[src/verilog/link_pll_regs_pkg.sv]
package link_pll_regs_pkg;

   // Register indices; the byte address of each register is four times its index.
   localparam logic [9:0] IDX_SYNC_OUT0 = 10'h253;
   localparam logic [9:0] IDX_SYNC_OUT1 = 10'h254;
   localparam logic [9:0] IDX_PLL_CTRL  = 10'h280;
   localparam logic [9:0] IDX_PLL_STATE = 10'h281;
   localparam logic [9:0] IDX_RX_CTRL   = 10'h300;
   localparam logic [9:0] IDX_LAT0      = 10'h302;
   localparam logic [9:0] IDX_LAT1      = 10'h303;
   localparam logic [9:0] IDX_DLY0      = 10'h304;
   localparam logic [9:0] IDX_DLY1      = 10'h305;
   localparam logic [9:0] IDX_IRQ_STAT  = 10'h3f0;
   localparam logic [9:0] IDX_IRQ_MASK  = 10'h3f1;

   // Bit positions.
   localparam int BIT_POWERUP    = 0;
   localparam int BIT_CAL_START  = 1;
   localparam int BIT_LOL_CLEAR  = 2;
   localparam int BIT_LINK_PAGE  = 2;
   localparam int BIT_LINK_MODE  = 3;
   localparam int BIT_EV_LOCKLOS = 0;
   localparam int BIT_EV_LOCKGOT = 1;

   // Reset values and field widths.
   localparam logic [2:0] PLL_CTRL_RST = 3'h1;
   localparam int         FIELD_W      = 6;
   localparam int         ADDR_W       = 12;

   // Bus response codes.
   localparam logic [1:0] RESP_OKAY   = 2'h0;
   localparam logic [1:0] RESP_SLVERR = 2'h2;

   typedef enum logic [1:0] {
      WR_IDLE = 2'h0,
      WR_RESP = 2'h1
   } wr_state_t;

   typedef enum logic [1:0] {
      RD_IDLE = 2'h0,
      RD_RESP = 2'h1
   } rd_state_t;

   // All state of the register block.
   typedef struct packed {
      wr_state_t   wst;
      rd_state_t   rst;
      logic        aw_have;
      logic [11:0] aw_addr;
      logic        w_have;
      logic [7:0]  w_data;
      logic        w_lane0;
      logic [1:0]  bresp;
      logic [31:0] rdata;
      logic [1:0]  rresp;
      logic        sync0;
      logic        sync1;
      logic [2:0]  pll_ctrl;
      logic        lock;
      logic        cal;
      logic [3:0]  rx_ctrl;
      logic [5:0]  dly0;
      logic [5:0]  dly1;
      logic [1:0]  irq_stat;
      logic [1:0]  irq_mask;
   } regs_state_t;

endpackage

[src/verilog/link_pll_regs.sv]
// The AXI4-Lite register port is this design's own decision.
`timescale 1ns/10ps
module link_pll_regs (
   // Clock and reset
   input  wire  logic        aclk,
   input  wire  logic        aresetn,
   // AXI4-Lite write address and data
   input  wire  logic [11:0] s_axi_awaddr,
   input  wire  logic        s_axi_awvalid,
   output logic              s_axi_awready,
   input  wire  logic [31:0] s_axi_wdata,
   input  wire  logic [3:0]  s_axi_wstrb,
   input  wire  logic        s_axi_wvalid,
   output logic              s_axi_wready,
   // AXI4-Lite write response
   output logic [1:0]        s_axi_bresp,
   output logic              s_axi_bvalid,
   input  wire  logic        s_axi_bready,
   // AXI4-Lite read
   input  wire  logic [11:0] s_axi_araddr,
   input  wire  logic        s_axi_arvalid,
   output logic              s_axi_arready,
   output logic [31:0]       s_axi_rdata,
   output logic [1:0]        s_axi_rresp,
   output logic              s_axi_rvalid,
   input  wire  logic        s_axi_rready,
   // Sync output drivers
   output logic              sync_out0_driver_select,
   output logic              sync_out1_driver_select,
   // Lane PLL
   output logic              lane_pll_powerup,
   output logic              vco_cal_start,
   input  wire  logic        lane_pll_lock_in,
   // Link receivers
   output logic              link_page,
   output logic [1:0]        link_rx_enable,
   input  wire  logic [5:0]  link0_latency_value,
   input  wire  logic [5:0]  link1_latency_value,
   output logic [5:0]        link0_frame_clock_delay_value,
   output logic [5:0]        link1_frame_clock_delay_value,
   // Interrupt
   output logic              irq
);

   link_pll_regs_pkg::regs_state_t s_q;
   link_pll_regs_pkg::regs_state_t s_d;
   logic                           wr_do;
   logic [9:0]                     wr_idx;
   logic [9:0]                     rd_idx;
   logic                           lock_fall;
   logic                           lock_rise;
   logic                           lol_clear;

   // Handshake outputs are combinational from held state; data come from flops.
   assign s_axi_awready = !s_q.aw_have;
   assign s_axi_wready  = !s_q.w_have;
   assign s_axi_bvalid  = (s_q.wst == link_pll_regs_pkg::WR_RESP);
   assign s_axi_bresp   = s_q.bresp;
   assign s_axi_arready = (s_q.rst == link_pll_regs_pkg::RD_IDLE);
   assign s_axi_rvalid  = (s_q.rst == link_pll_regs_pkg::RD_RESP);
   assign s_axi_rdata   = s_q.rdata;
   assign s_axi_rresp   = s_q.rresp;

   // A write is carried out once both address and data are held.
   assign wr_do  = (s_q.wst == link_pll_regs_pkg::WR_IDLE) && s_q.aw_have && s_q.w_have;
   assign wr_idx = s_q.aw_addr[11:2];
   assign rd_idx = s_axi_araddr[11:2];

   // The lock input is treated as synchronous; edges are seen against the held copy.
   assign lock_fall = s_q.lock && !lane_pll_lock_in;
   assign lock_rise = !s_q.lock && lane_pll_lock_in;
   assign lol_clear = wr_do && s_q.w_lane0 && (wr_idx == link_pll_regs_pkg::IDX_PLL_CTRL)
                      && s_q.w_data[link_pll_regs_pkg::BIT_LOL_CLEAR];

   // Driver and control outputs.
   assign sync_out0_driver_select       = s_q.sync0;
   assign sync_out1_driver_select       = s_q.sync1;
   assign lane_pll_powerup              = s_q.pll_ctrl[link_pll_regs_pkg::BIT_POWERUP];
   assign vco_cal_start                 = s_q.cal;
   assign link_page                     = s_q.rx_ctrl[link_pll_regs_pkg::BIT_LINK_PAGE];
   assign link0_frame_clock_delay_value = s_q.dly0;
   assign link1_frame_clock_delay_value = s_q.dly1;
   assign irq                           = |(s_q.irq_stat & s_q.irq_mask);

   // Link 1 is gated by dual-link mode so a stray enable in single-link mode is harmless.
   for (genvar i = 0; i < 2; i++) begin : g_link
      assign link_rx_enable[i] = s_q.rx_ctrl[i]
                                 && ((i == 0) || s_q.rx_ctrl[link_pll_regs_pkg::BIT_LINK_MODE]);
   end

   // Next-state logic for the bus, the registers and the event flags.
   always_comb begin
      logic       mapped;
      logic [7:0] d;
      mapped = 1'b0;
      d      = s_q.w_data;
      s_d    = s_q;
      s_d.cal  = 1'b0;
      s_d.lock = lane_pll_lock_in;
      if (s_axi_awvalid && !s_q.aw_have) begin
         s_d.aw_have = 1'b1;
         s_d.aw_addr = s_axi_awaddr;
      end
      if (s_axi_wvalid && !s_q.w_have) begin
         s_d.w_have  = 1'b1;
         s_d.w_data  = s_axi_wdata[7:0];
         s_d.w_lane0 = s_axi_wstrb[0];
      end
      // Only byte lane 0 carries register bits; upper lanes are ignored.
      if (wr_do) begin
         s_d.aw_have = 1'b0;
         s_d.w_have  = 1'b0;
         s_d.wst     = link_pll_regs_pkg::WR_RESP;
         mapped      = 1'b1;
         case (wr_idx)
            link_pll_regs_pkg::IDX_SYNC_OUT0: begin
               if (s_q.w_lane0) s_d.sync0 = d[0];
            end
            link_pll_regs_pkg::IDX_SYNC_OUT1: begin
               if (s_q.w_lane0) s_d.sync1 = d[0];
            end
            link_pll_regs_pkg::IDX_PLL_CTRL: begin
               if (s_q.w_lane0) begin
                  s_d.pll_ctrl = d[2:0];
                  // Calibration starts on a rising cal bit or on a fresh powerup.
                  s_d.cal = (d[link_pll_regs_pkg::BIT_CAL_START]
                             && !s_q.pll_ctrl[link_pll_regs_pkg::BIT_CAL_START])
                            || (d[link_pll_regs_pkg::BIT_POWERUP]
                             && !s_q.pll_ctrl[link_pll_regs_pkg::BIT_POWERUP]);
               end
            end
            link_pll_regs_pkg::IDX_PLL_STATE: begin
               mapped = 1'b1;
            end
            link_pll_regs_pkg::IDX_RX_CTRL: begin
               if (s_q.w_lane0) s_d.rx_ctrl = d[3:0];
            end
            link_pll_regs_pkg::IDX_LAT0, link_pll_regs_pkg::IDX_LAT1: begin
               mapped = 1'b1;
            end
            link_pll_regs_pkg::IDX_DLY0: begin
               if (s_q.w_lane0) s_d.dly0 = d[5:0];
            end
            link_pll_regs_pkg::IDX_DLY1: begin
               if (s_q.w_lane0) s_d.dly1 = d[5:0];
            end
            link_pll_regs_pkg::IDX_IRQ_STAT: begin
               if (s_q.w_lane0) s_d.irq_stat = s_q.irq_stat & ~d[1:0];
            end
            link_pll_regs_pkg::IDX_IRQ_MASK: begin
               if (s_q.w_lane0) s_d.irq_mask = d[1:0];
            end
            default: begin
               mapped = 1'b0;
            end
         endcase
         s_d.bresp = mapped ? link_pll_regs_pkg::RESP_OKAY : link_pll_regs_pkg::RESP_SLVERR;
      end
      if (lol_clear) begin
         s_d.irq_stat[link_pll_regs_pkg::BIT_EV_LOCKLOS] = 1'b0;
      end
      // Events are applied last so a set in the clearing cycle wins.
      if (lock_fall) begin
         s_d.irq_stat[link_pll_regs_pkg::BIT_EV_LOCKLOS] = 1'b1;
      end
      if (lock_rise) begin
         s_d.irq_stat[link_pll_regs_pkg::BIT_EV_LOCKGOT] = 1'b1;
      end
      case (s_q.wst)
         link_pll_regs_pkg::WR_RESP: begin
            if (s_axi_bready) s_d.wst = link_pll_regs_pkg::WR_IDLE;
         end
         default: begin
         end
      endcase
      // Read data are latched at address acceptance and held until taken.
      case (s_q.rst)
         link_pll_regs_pkg::RD_IDLE: begin
            if (s_axi_arvalid) begin
               s_d.rst   = link_pll_regs_pkg::RD_RESP;
               s_d.rdata = 32'h0000_0000;
               s_d.rresp = link_pll_regs_pkg::RESP_OKAY;
               case (rd_idx)
                  link_pll_regs_pkg::IDX_SYNC_OUT0: s_d.rdata[0]   = s_q.sync0;
                  link_pll_regs_pkg::IDX_SYNC_OUT1: s_d.rdata[0]   = s_q.sync1;
                  link_pll_regs_pkg::IDX_PLL_CTRL:  s_d.rdata[2:0] = s_q.pll_ctrl;
                  link_pll_regs_pkg::IDX_PLL_STATE: s_d.rdata[0]   = s_q.lock;
                  link_pll_regs_pkg::IDX_RX_CTRL:   s_d.rdata[3:0] = s_q.rx_ctrl;
                  link_pll_regs_pkg::IDX_LAT0:      s_d.rdata[5:0] = link0_latency_value;
                  link_pll_regs_pkg::IDX_LAT1:      s_d.rdata[5:0] = link1_latency_value;
                  link_pll_regs_pkg::IDX_DLY0:      s_d.rdata[5:0] = s_q.dly0;
                  link_pll_regs_pkg::IDX_DLY1:      s_d.rdata[5:0] = s_q.dly1;
                  link_pll_regs_pkg::IDX_IRQ_STAT:  s_d.rdata[1:0] = s_q.irq_stat;
                  link_pll_regs_pkg::IDX_IRQ_MASK:  s_d.rdata[1:0] = s_q.irq_mask;
                  default:                          s_d.rresp      = link_pll_regs_pkg::RESP_SLVERR;
               endcase
            end
         end
         link_pll_regs_pkg::RD_RESP: begin
            if (s_axi_rready) s_d.rst = link_pll_regs_pkg::RD_IDLE;
         end
         default: begin
            s_d.rst = link_pll_regs_pkg::RD_IDLE;
         end
      endcase
   end

   // State register; powerup resets to one so the SERDES comes up by default.
   always_ff @(posedge aclk) begin
      if (!aresetn) begin
         s_q          <= '0;
         s_q.pll_ctrl <= link_pll_regs_pkg::PLL_CTRL_RST;
      end else begin
         s_q <= s_d;
      end
   end

   logic wr_sync0;
   logic wr_pll;
   logic wr_dly0;
   assign wr_sync0 = wr_do && s_q.w_lane0 && (wr_idx == link_pll_regs_pkg::IDX_SYNC_OUT0);
   assign wr_pll   = wr_do && s_q.w_lane0 && (wr_idx == link_pll_regs_pkg::IDX_PLL_CTRL);
   assign wr_dly0  = wr_do && s_q.w_lane0 && (wr_idx == link_pll_regs_pkg::IDX_DLY0);

   // Write strobes for the remaining registers that the checks follow.
   logic wr_sync1;
   logic wr_rx;
   logic wr_dly1;
   assign wr_sync1 = wr_do && s_q.w_lane0 && (wr_idx == link_pll_regs_pkg::IDX_SYNC_OUT1);
   assign wr_rx    = wr_do && s_q.w_lane0 && (wr_idx == link_pll_regs_pkg::IDX_RX_CTRL);
   assign wr_dly1  = wr_do && s_q.w_lane0 && (wr_idx == link_pll_regs_pkg::IDX_DLY1);
endmodule

[config.mk]
export PLATFORM = sky130hd
export DESIGN_NAME = link_pll_regs
export DESIGN_NICKNAME = d
export VERILOG_FILES = /design/src/verilog/link_pll_regs_pkg.sv /design/src/verilog/link_pll_regs.sv
export SDC_FILE = /design/constraint.sdc
export NUM_CORES = 1
export LEC_CHECK = 0
export BUFFER_PORTS_ARGS = -buffer_cell sky130_fd_sc_hd__buf_4
export CAP_MARGIN = 20
export CELL_PAD_IN_SITES_DETAIL_PLACEMENT = 1
export CELL_PAD_IN_SITES_GLOBAL_PLACEMENT = 1
export CORE_ASPECT_RATIO = 1.1
export CORE_UTILIZATION = 37
export CTS_BUF_LIST = sky130_fd_sc_hd__clkbuf_4
export CTS_CLUSTER_SIZE = 12
export DETAILED_ROUTE_END_ITERATION = 8
export PLACE_DENSITY_LB_ADDON = 0.1
export SYNTH_ARGS = -nofsm -noshare
export SYNTH_HDL_FRONTEND = slang
export SYNTH_SLANG_ARGS = --single-unit
[constraint.sdc]
create_clock -name aclk -period 4.25 [get_ports aclk]
set_input_delay 0.425 -clock aclk [delete_from_list [all_inputs] [get_ports aclk]]
set_output_delay 0.425 -clock aclk [all_outputs]
set_load 0.05 [all_outputs]
* Word-level counts from Yosys, hierarchy flattened
Index checks and enable logic that the tools add are counted.
** Operators by class
- Equal/unequal tests :: 26
- Multiplexer cells :: 23
- Bitwise logic cells :: 4
- Reduce and logical (&&, ||, !) cells :: 43
** Operators by type and width (number)
- == test 10 bit, second input constant :: 22
- AND reduction 3 bit :: 9
- two-way mux 2 bit :: 11
- OR reduction 11 bit :: 2
- logical AND 1 bit :: 12
- one-hot mux 1 bit (11 select lines) :: 1
- nonzero test 3 bit :: 3
- one-hot mux 1 bit (8 select lines) :: 1
- one-hot mux 2 bit (4 select lines) :: 1
- zero test 1 bit :: 6
- one-hot mux 1 bit (6 select lines) :: 1
- nonzero test 2 bit :: 3
- two-way mux 1 bit :: 5
- one-hot mux 1 bit (5 select lines) :: 1
- AND 2 bit :: 2
- == test 2 x 1 -> 1 bit, second input constant :: 2
- zero test 2 bit :: 2
- two-way mux 4 bit :: 1
- one-hot mux 2 bit (2 select lines) :: 1
- AND reduction 2 bit :: 2
- AND reduction 4 bit :: 1
- OR reduction 2 bit :: 2
- != test 2 x 1 -> 1 bit, second input constant :: 1
- != test 2 bit, second input constant :: 1
- other kinds (3) :: 3
** Storage, ports and cells
- Register bits :: 62
- Word-level logic and storage cells :: 117

* Longest topological paths before layout
- Depth after elaboration :: 8
- Gate-level depth with buffers :: 7
- Mapped depth without buffers :: 5

* Worst setup path after synthesis
OpenSTA, ideal clock, no wires.
- Kind :: input to register
- Start point :: input port s_axi_araddr[8]
- End point :: register s_q (netlist bit s_axi_rdata[5])
- Setup time :: 95 ps
- Arrival :: 1804 ps
- Slack :: 2351 ps
- Cell stages on the path :: 5
- Buffers on the path :: 0
- Path through :: or2_2 -> or2_2 -> nor3_1 -> a222oi_1 -> a221oi_1
** On the way
- Cells in the longest elaborated chain, start to end :: 2
- Elaborated cells on any way between the ends :: 5
- Those cells by class :: eq/ne (4); mux (1)
** RTL lines
- start, declared :: RTL line link_pll_regs.sv:20 : input wire logic [11:0] s_axi_araddr,
- == test 10 bit :: RTL line link_pll_regs.sv:183 : case (rd_idx)
- one-hot mux 2 bit (4 select lines) (*) :: RTL line link_pll_regs.sv:183
- end, declared :: RTL line link_pll_regs.sv:45 : link_pll_regs_pkg::regs_state_t s_q;
Every way passes the cells marked *; elsewhere a longest branch is shown, timed or not.
A chain may end at the register's enable or synchronous reset.

* Worst setup path in the final report
- Start point :: register s_q[72] in the netlist's numbering
- End point :: register s_q[2] in the netlist's numbering
** On the way
- Cells in the longest elaborated chain, start to end :: 6
- Elaborated cells on any way between the ends :: 10
- Those cells by class :: mux (2); reduce/logical (8)
** RTL lines
- logical AND 1 bit (*) :: RTL line link_pll_regs.sv:65 : assign wr_do = (s_q.wst == link_pll_regs_pkg::WR_IDLE) && s_q.aw_have && s_q.w_have;
- logical AND 1 bit (2 in a row)
- logical AND 1 bit :: RTL line link_pll_regs.sv:73 : && s_q.w_data[link_pll_regs_pkg::BIT_LOL_CLEAR];
- nonzero test 3 bit (no source line) or two-way mux 1 bit (tied branches)
- AND reduction 3 bit (no source line) or two-way mux 1 bit (tied branches)
Marks and branches as above.

==> results summary <==
The count of input and output buffers is 79. In the post-synthesis netlist, the cell with the most instances is dfxtp_1. The number of instances in the synthesized netlist came out at 388. Dividing the final minimum period by the clock period gives 0.5189. The number of setup buffers added after CTS is 0. Once the clock tree was built, the resizer swapped 0 gates to a different size. Setup violations remaining at the end of the flow were counted as 0. The initial utilization of the core area, before any placement, comes to 0.3892.

The final cell area excluding filler cells is 0.003709 sq mm. In the routed design, unresolved DRC markers number 0. The detailed router's first-iteration violation count is 136. The post-route clock skew came out at 0.01587 ns. The final critical-path setup slack came out at 2.045 ns. The area inside the core boundary came out at 0.008083 sq mm.

The final layout contains routed wiring with a total length of 8.538 mm. STA classifies the critical path startpoint as a flip-flop. For this design, the slowest cell found on the critical path is nor4bb_1.

The clock passes through at most 2 buffers. The synthesis-to-layout area growth came out at 17.90%. Based on the critical path, the design can be clocked at up to 453.4 MHz. The share of Yosys cell area claimed by the top area cell type came out at 0.3628. The number of synthesized flops with an enable pin came out at 0.

The post-synthesis instance area came out at 0.003146 sq mm. The detailed-route vias per instance is 5.063. The final count of hold timing violations is 0. The number of global-route vias before repair came to 2,718.

The total negative slack is 0 ns. The setup slack of the most critical reg-to-reg path came out at 2.04 ns. The tree built by TritonCTS fans out to 57 sinks.

The clock-pin slew reported for the worst setup and hold paths after clock tree synthesis came out at 0.11 ns. The instance area after placement is 0.003556 sq mm. The classification of the worst-slack hold path is input pin to flip-flop. The width of the die is 89.91 microns. The clock insertion delay at the later pin of the skew report came out at 0.40 ns.

The congestion estimate from routability-driven global placement came to 0.8454. The category of the critical setup timing path is flip-flop to flip-flop. 141 I/O pins were placed. By area the synthesized netlist is led by dfxtp_1 36%, buf_4 12%, mux2i_1 8.3%, nor2_1 5.6%, nand2_1 5.4%.

The remaining max-slew budget at the tightest pin is 0.4619. In the final layout, the share of cells above drive strength 1 is 0.2438. CTS placed an instance of clkbuf_4 at the clock tree root. Together, buffers and inverters on the worst path number 1.

TritonCTS created 9 clock buffers. The flip-flop and latch count after synthesis came out at 57. The antenna diode instance count is 0. The final critical-path required period came out at 2.205 ns.

The critical path arrival came out at 2.50 ns. The power density relative to cell area is 328.5 mW/mm^2. The total leakage power came out at 1.563 nW.

Setup repair after global routing left no endpoint under its margin. Across the VDD grid, the largest voltage drop is 0.1869 mV. The die height came out at 98.71 microns. The category of cells accounting for the largest share of critical-path delay is simple AND/OR/NAND/NOR gates. The total number of nets in the final design came out at 522. For the worst setup path, the data required time is 4.54 ns. The final-report max-slew violation count came out at 0.

The Yosys warning count came out at 0. The vias after detailed routing is 2,810. The floorplan has 34 rows. Along the worst path, the maximum fanout reaches 10.

The count of different cell masters after synthesis came out at 51. At the placement stage, the worst setup path has a slack of 1.952 ns. The post-synthesis area per instance is 8.107 sq um. The first global-routing pass estimated 13.79 mm of wire. Of the synthesized area, sequential elements account for 0.3628. The number of antenna violations at the first check in global routing came out at 0.

TritonCTS built the clock tree. After detailed routing, the average wire length per cell comes to 15.38 microns. The number of antenna-violating nets in the routed design is 0. By count the netlist is led by 57 x dfxtp_1, 49 x buf_4, 47 x nor2_1. The number of levels in the clock H-tree came out at 3. The total half-perimeter wirelength after legalization and detailed placement came out at 6.393 mm.

The die area is 0.008875 sq mm. Traced cell by cell, the critical path runs through nor4bb_1 > buf_4 > nand3_1 > nor2_1 > a21oi_1 > a32o_1. The count of hold buffers inserted by post-cts repair is 0. The run finished with clean final reports. The total overflow left after global routing is 0. For this run, asynchronously set or reset flops after synthesis account for 0. The final core utilization came out at 0.4588. The transition time at the pin with the least slew margin is 0.8054 ns. The first detailed-routing pass ran for 6 iterations. The synthesized design spends more area on one cell type than any other, namely dfxtp_1.

The post-route total power is 1.218 mW. In the synthesized netlist the dominant register cell turns out to be dfxtp_1. Entering global routing, the biggest net connects 47 pins.

The number of maximum-capacitance violations came out at 0. The global routing usage summed across all routing layers came out at 0.1970. The maximum cell stage delay along the critical path is 0.41 ns. The element type at the critical path end is a flip-flop.
==> cell type report <==
class	count	area, sq um
sequential	57	1141
clock buffer	9	67.56
timing repair buffer	80	600.6
inverter	9	33.78
fill	1024	4374
clock inverter	7	85.08
tap	108	135.1
multi-input combinational	285	1645
==> final timing paths <==
kind,cells past startpoint,endpoint,from
max,6,s_q[2],s_q[72]
min,2,s_q[88],s_axi_bready
max reg2reg,6,s_q[2],s_q[72]
min reg2reg,2,s_q[79],s_q[79]
==> worst register-to-register path, stage by stage, from the launching register on <==
cell	delay (ns)
dfxtp_1	0.38
nor4bb_1	0.41
buf_4	0.22
nand3_1	0.28
nor2_1	0.41
a21oi_1	0.13
a32o_1	0.27
==> through the flow <==
stage,hold slack [ns],std cells
2_1_floorplan,0.4431,415
3_3_place_gp,0.4620,539
3_5_place_dp,0.4718,539
4_1_cts,0.1599,555
5_1_grt,0.1425,555
6_report,0.1901,555
==> flip-flops by register name, indices dropped and copies added (netlist names) <==
| signal | cells |
|---|---|
| vco_cal_start | 1 |
| sync_out1_driver_select | 1 |
| link0_frame_clock_delay_value | 6 |
| link_rx_enable | 1 |
| s_q | 31 |
| s_axi_bresp | 1 |
| lane_pll_powerup | 1 |
| link_page | 1 |
| s_axi_rdata | 6 |
| link1_frame_clock_delay_value | 6 |
| sync_out0_driver_select | 1 |
| s_axi_rresp | 1 |
==> cell families after synthesis <==
| logic type | count (synthesis) | share of synthesized area |
|---|---|---|
| xor+xnor | 1 | 0.002785 |
| mux | 29 | 0.09348 |
| compound gates | 65 | 0.1321 |
| other cells | 1 | 0.001192 |
| simple gates | 162 | 0.2613 |
| buf+inv | 73 | 0.1464 |
| flops | 57 | 0.3628 |
==> placed cells by master, fill, tap and decap left out, types with 4 or more instances in the layout <==
cell / instances
a21oi_1: 25
nand2b_1: 5
mux2i_1: 26
or3_1: 5
buf_4: 80
nor3b_1: 4
o21ai_0: 13
clkbuf_4: 9
and2_1: 4
nor2_1: 47
inv_1: 8
or3b_2: 4
nor2b_1: 6
a31oi_1: 4
dfxtp_1: 57
nand2_1: 45
nor3_1: 7
conb_1: 28
nand3_1: 13
==> where the power goes <==
part	total, mW	switching, mW	internal [mW]
combinational	0.207	0.141	0.0653
sequential	0.570	0.0184	0.551
clock	0.442	0.209	0.233
total	1.22	0.369	0.849
==> layer usage <==
layer,vias to the layer above,wire length [microns],GRT usage
met1,1320,3820,0.2444
met5,-,0,0
li1,1391,-,-
met2,88,4137,0.3284
met3,11,434,0.05170
met4,0,145,0.07568
Power figures use the tool's default switching activity.
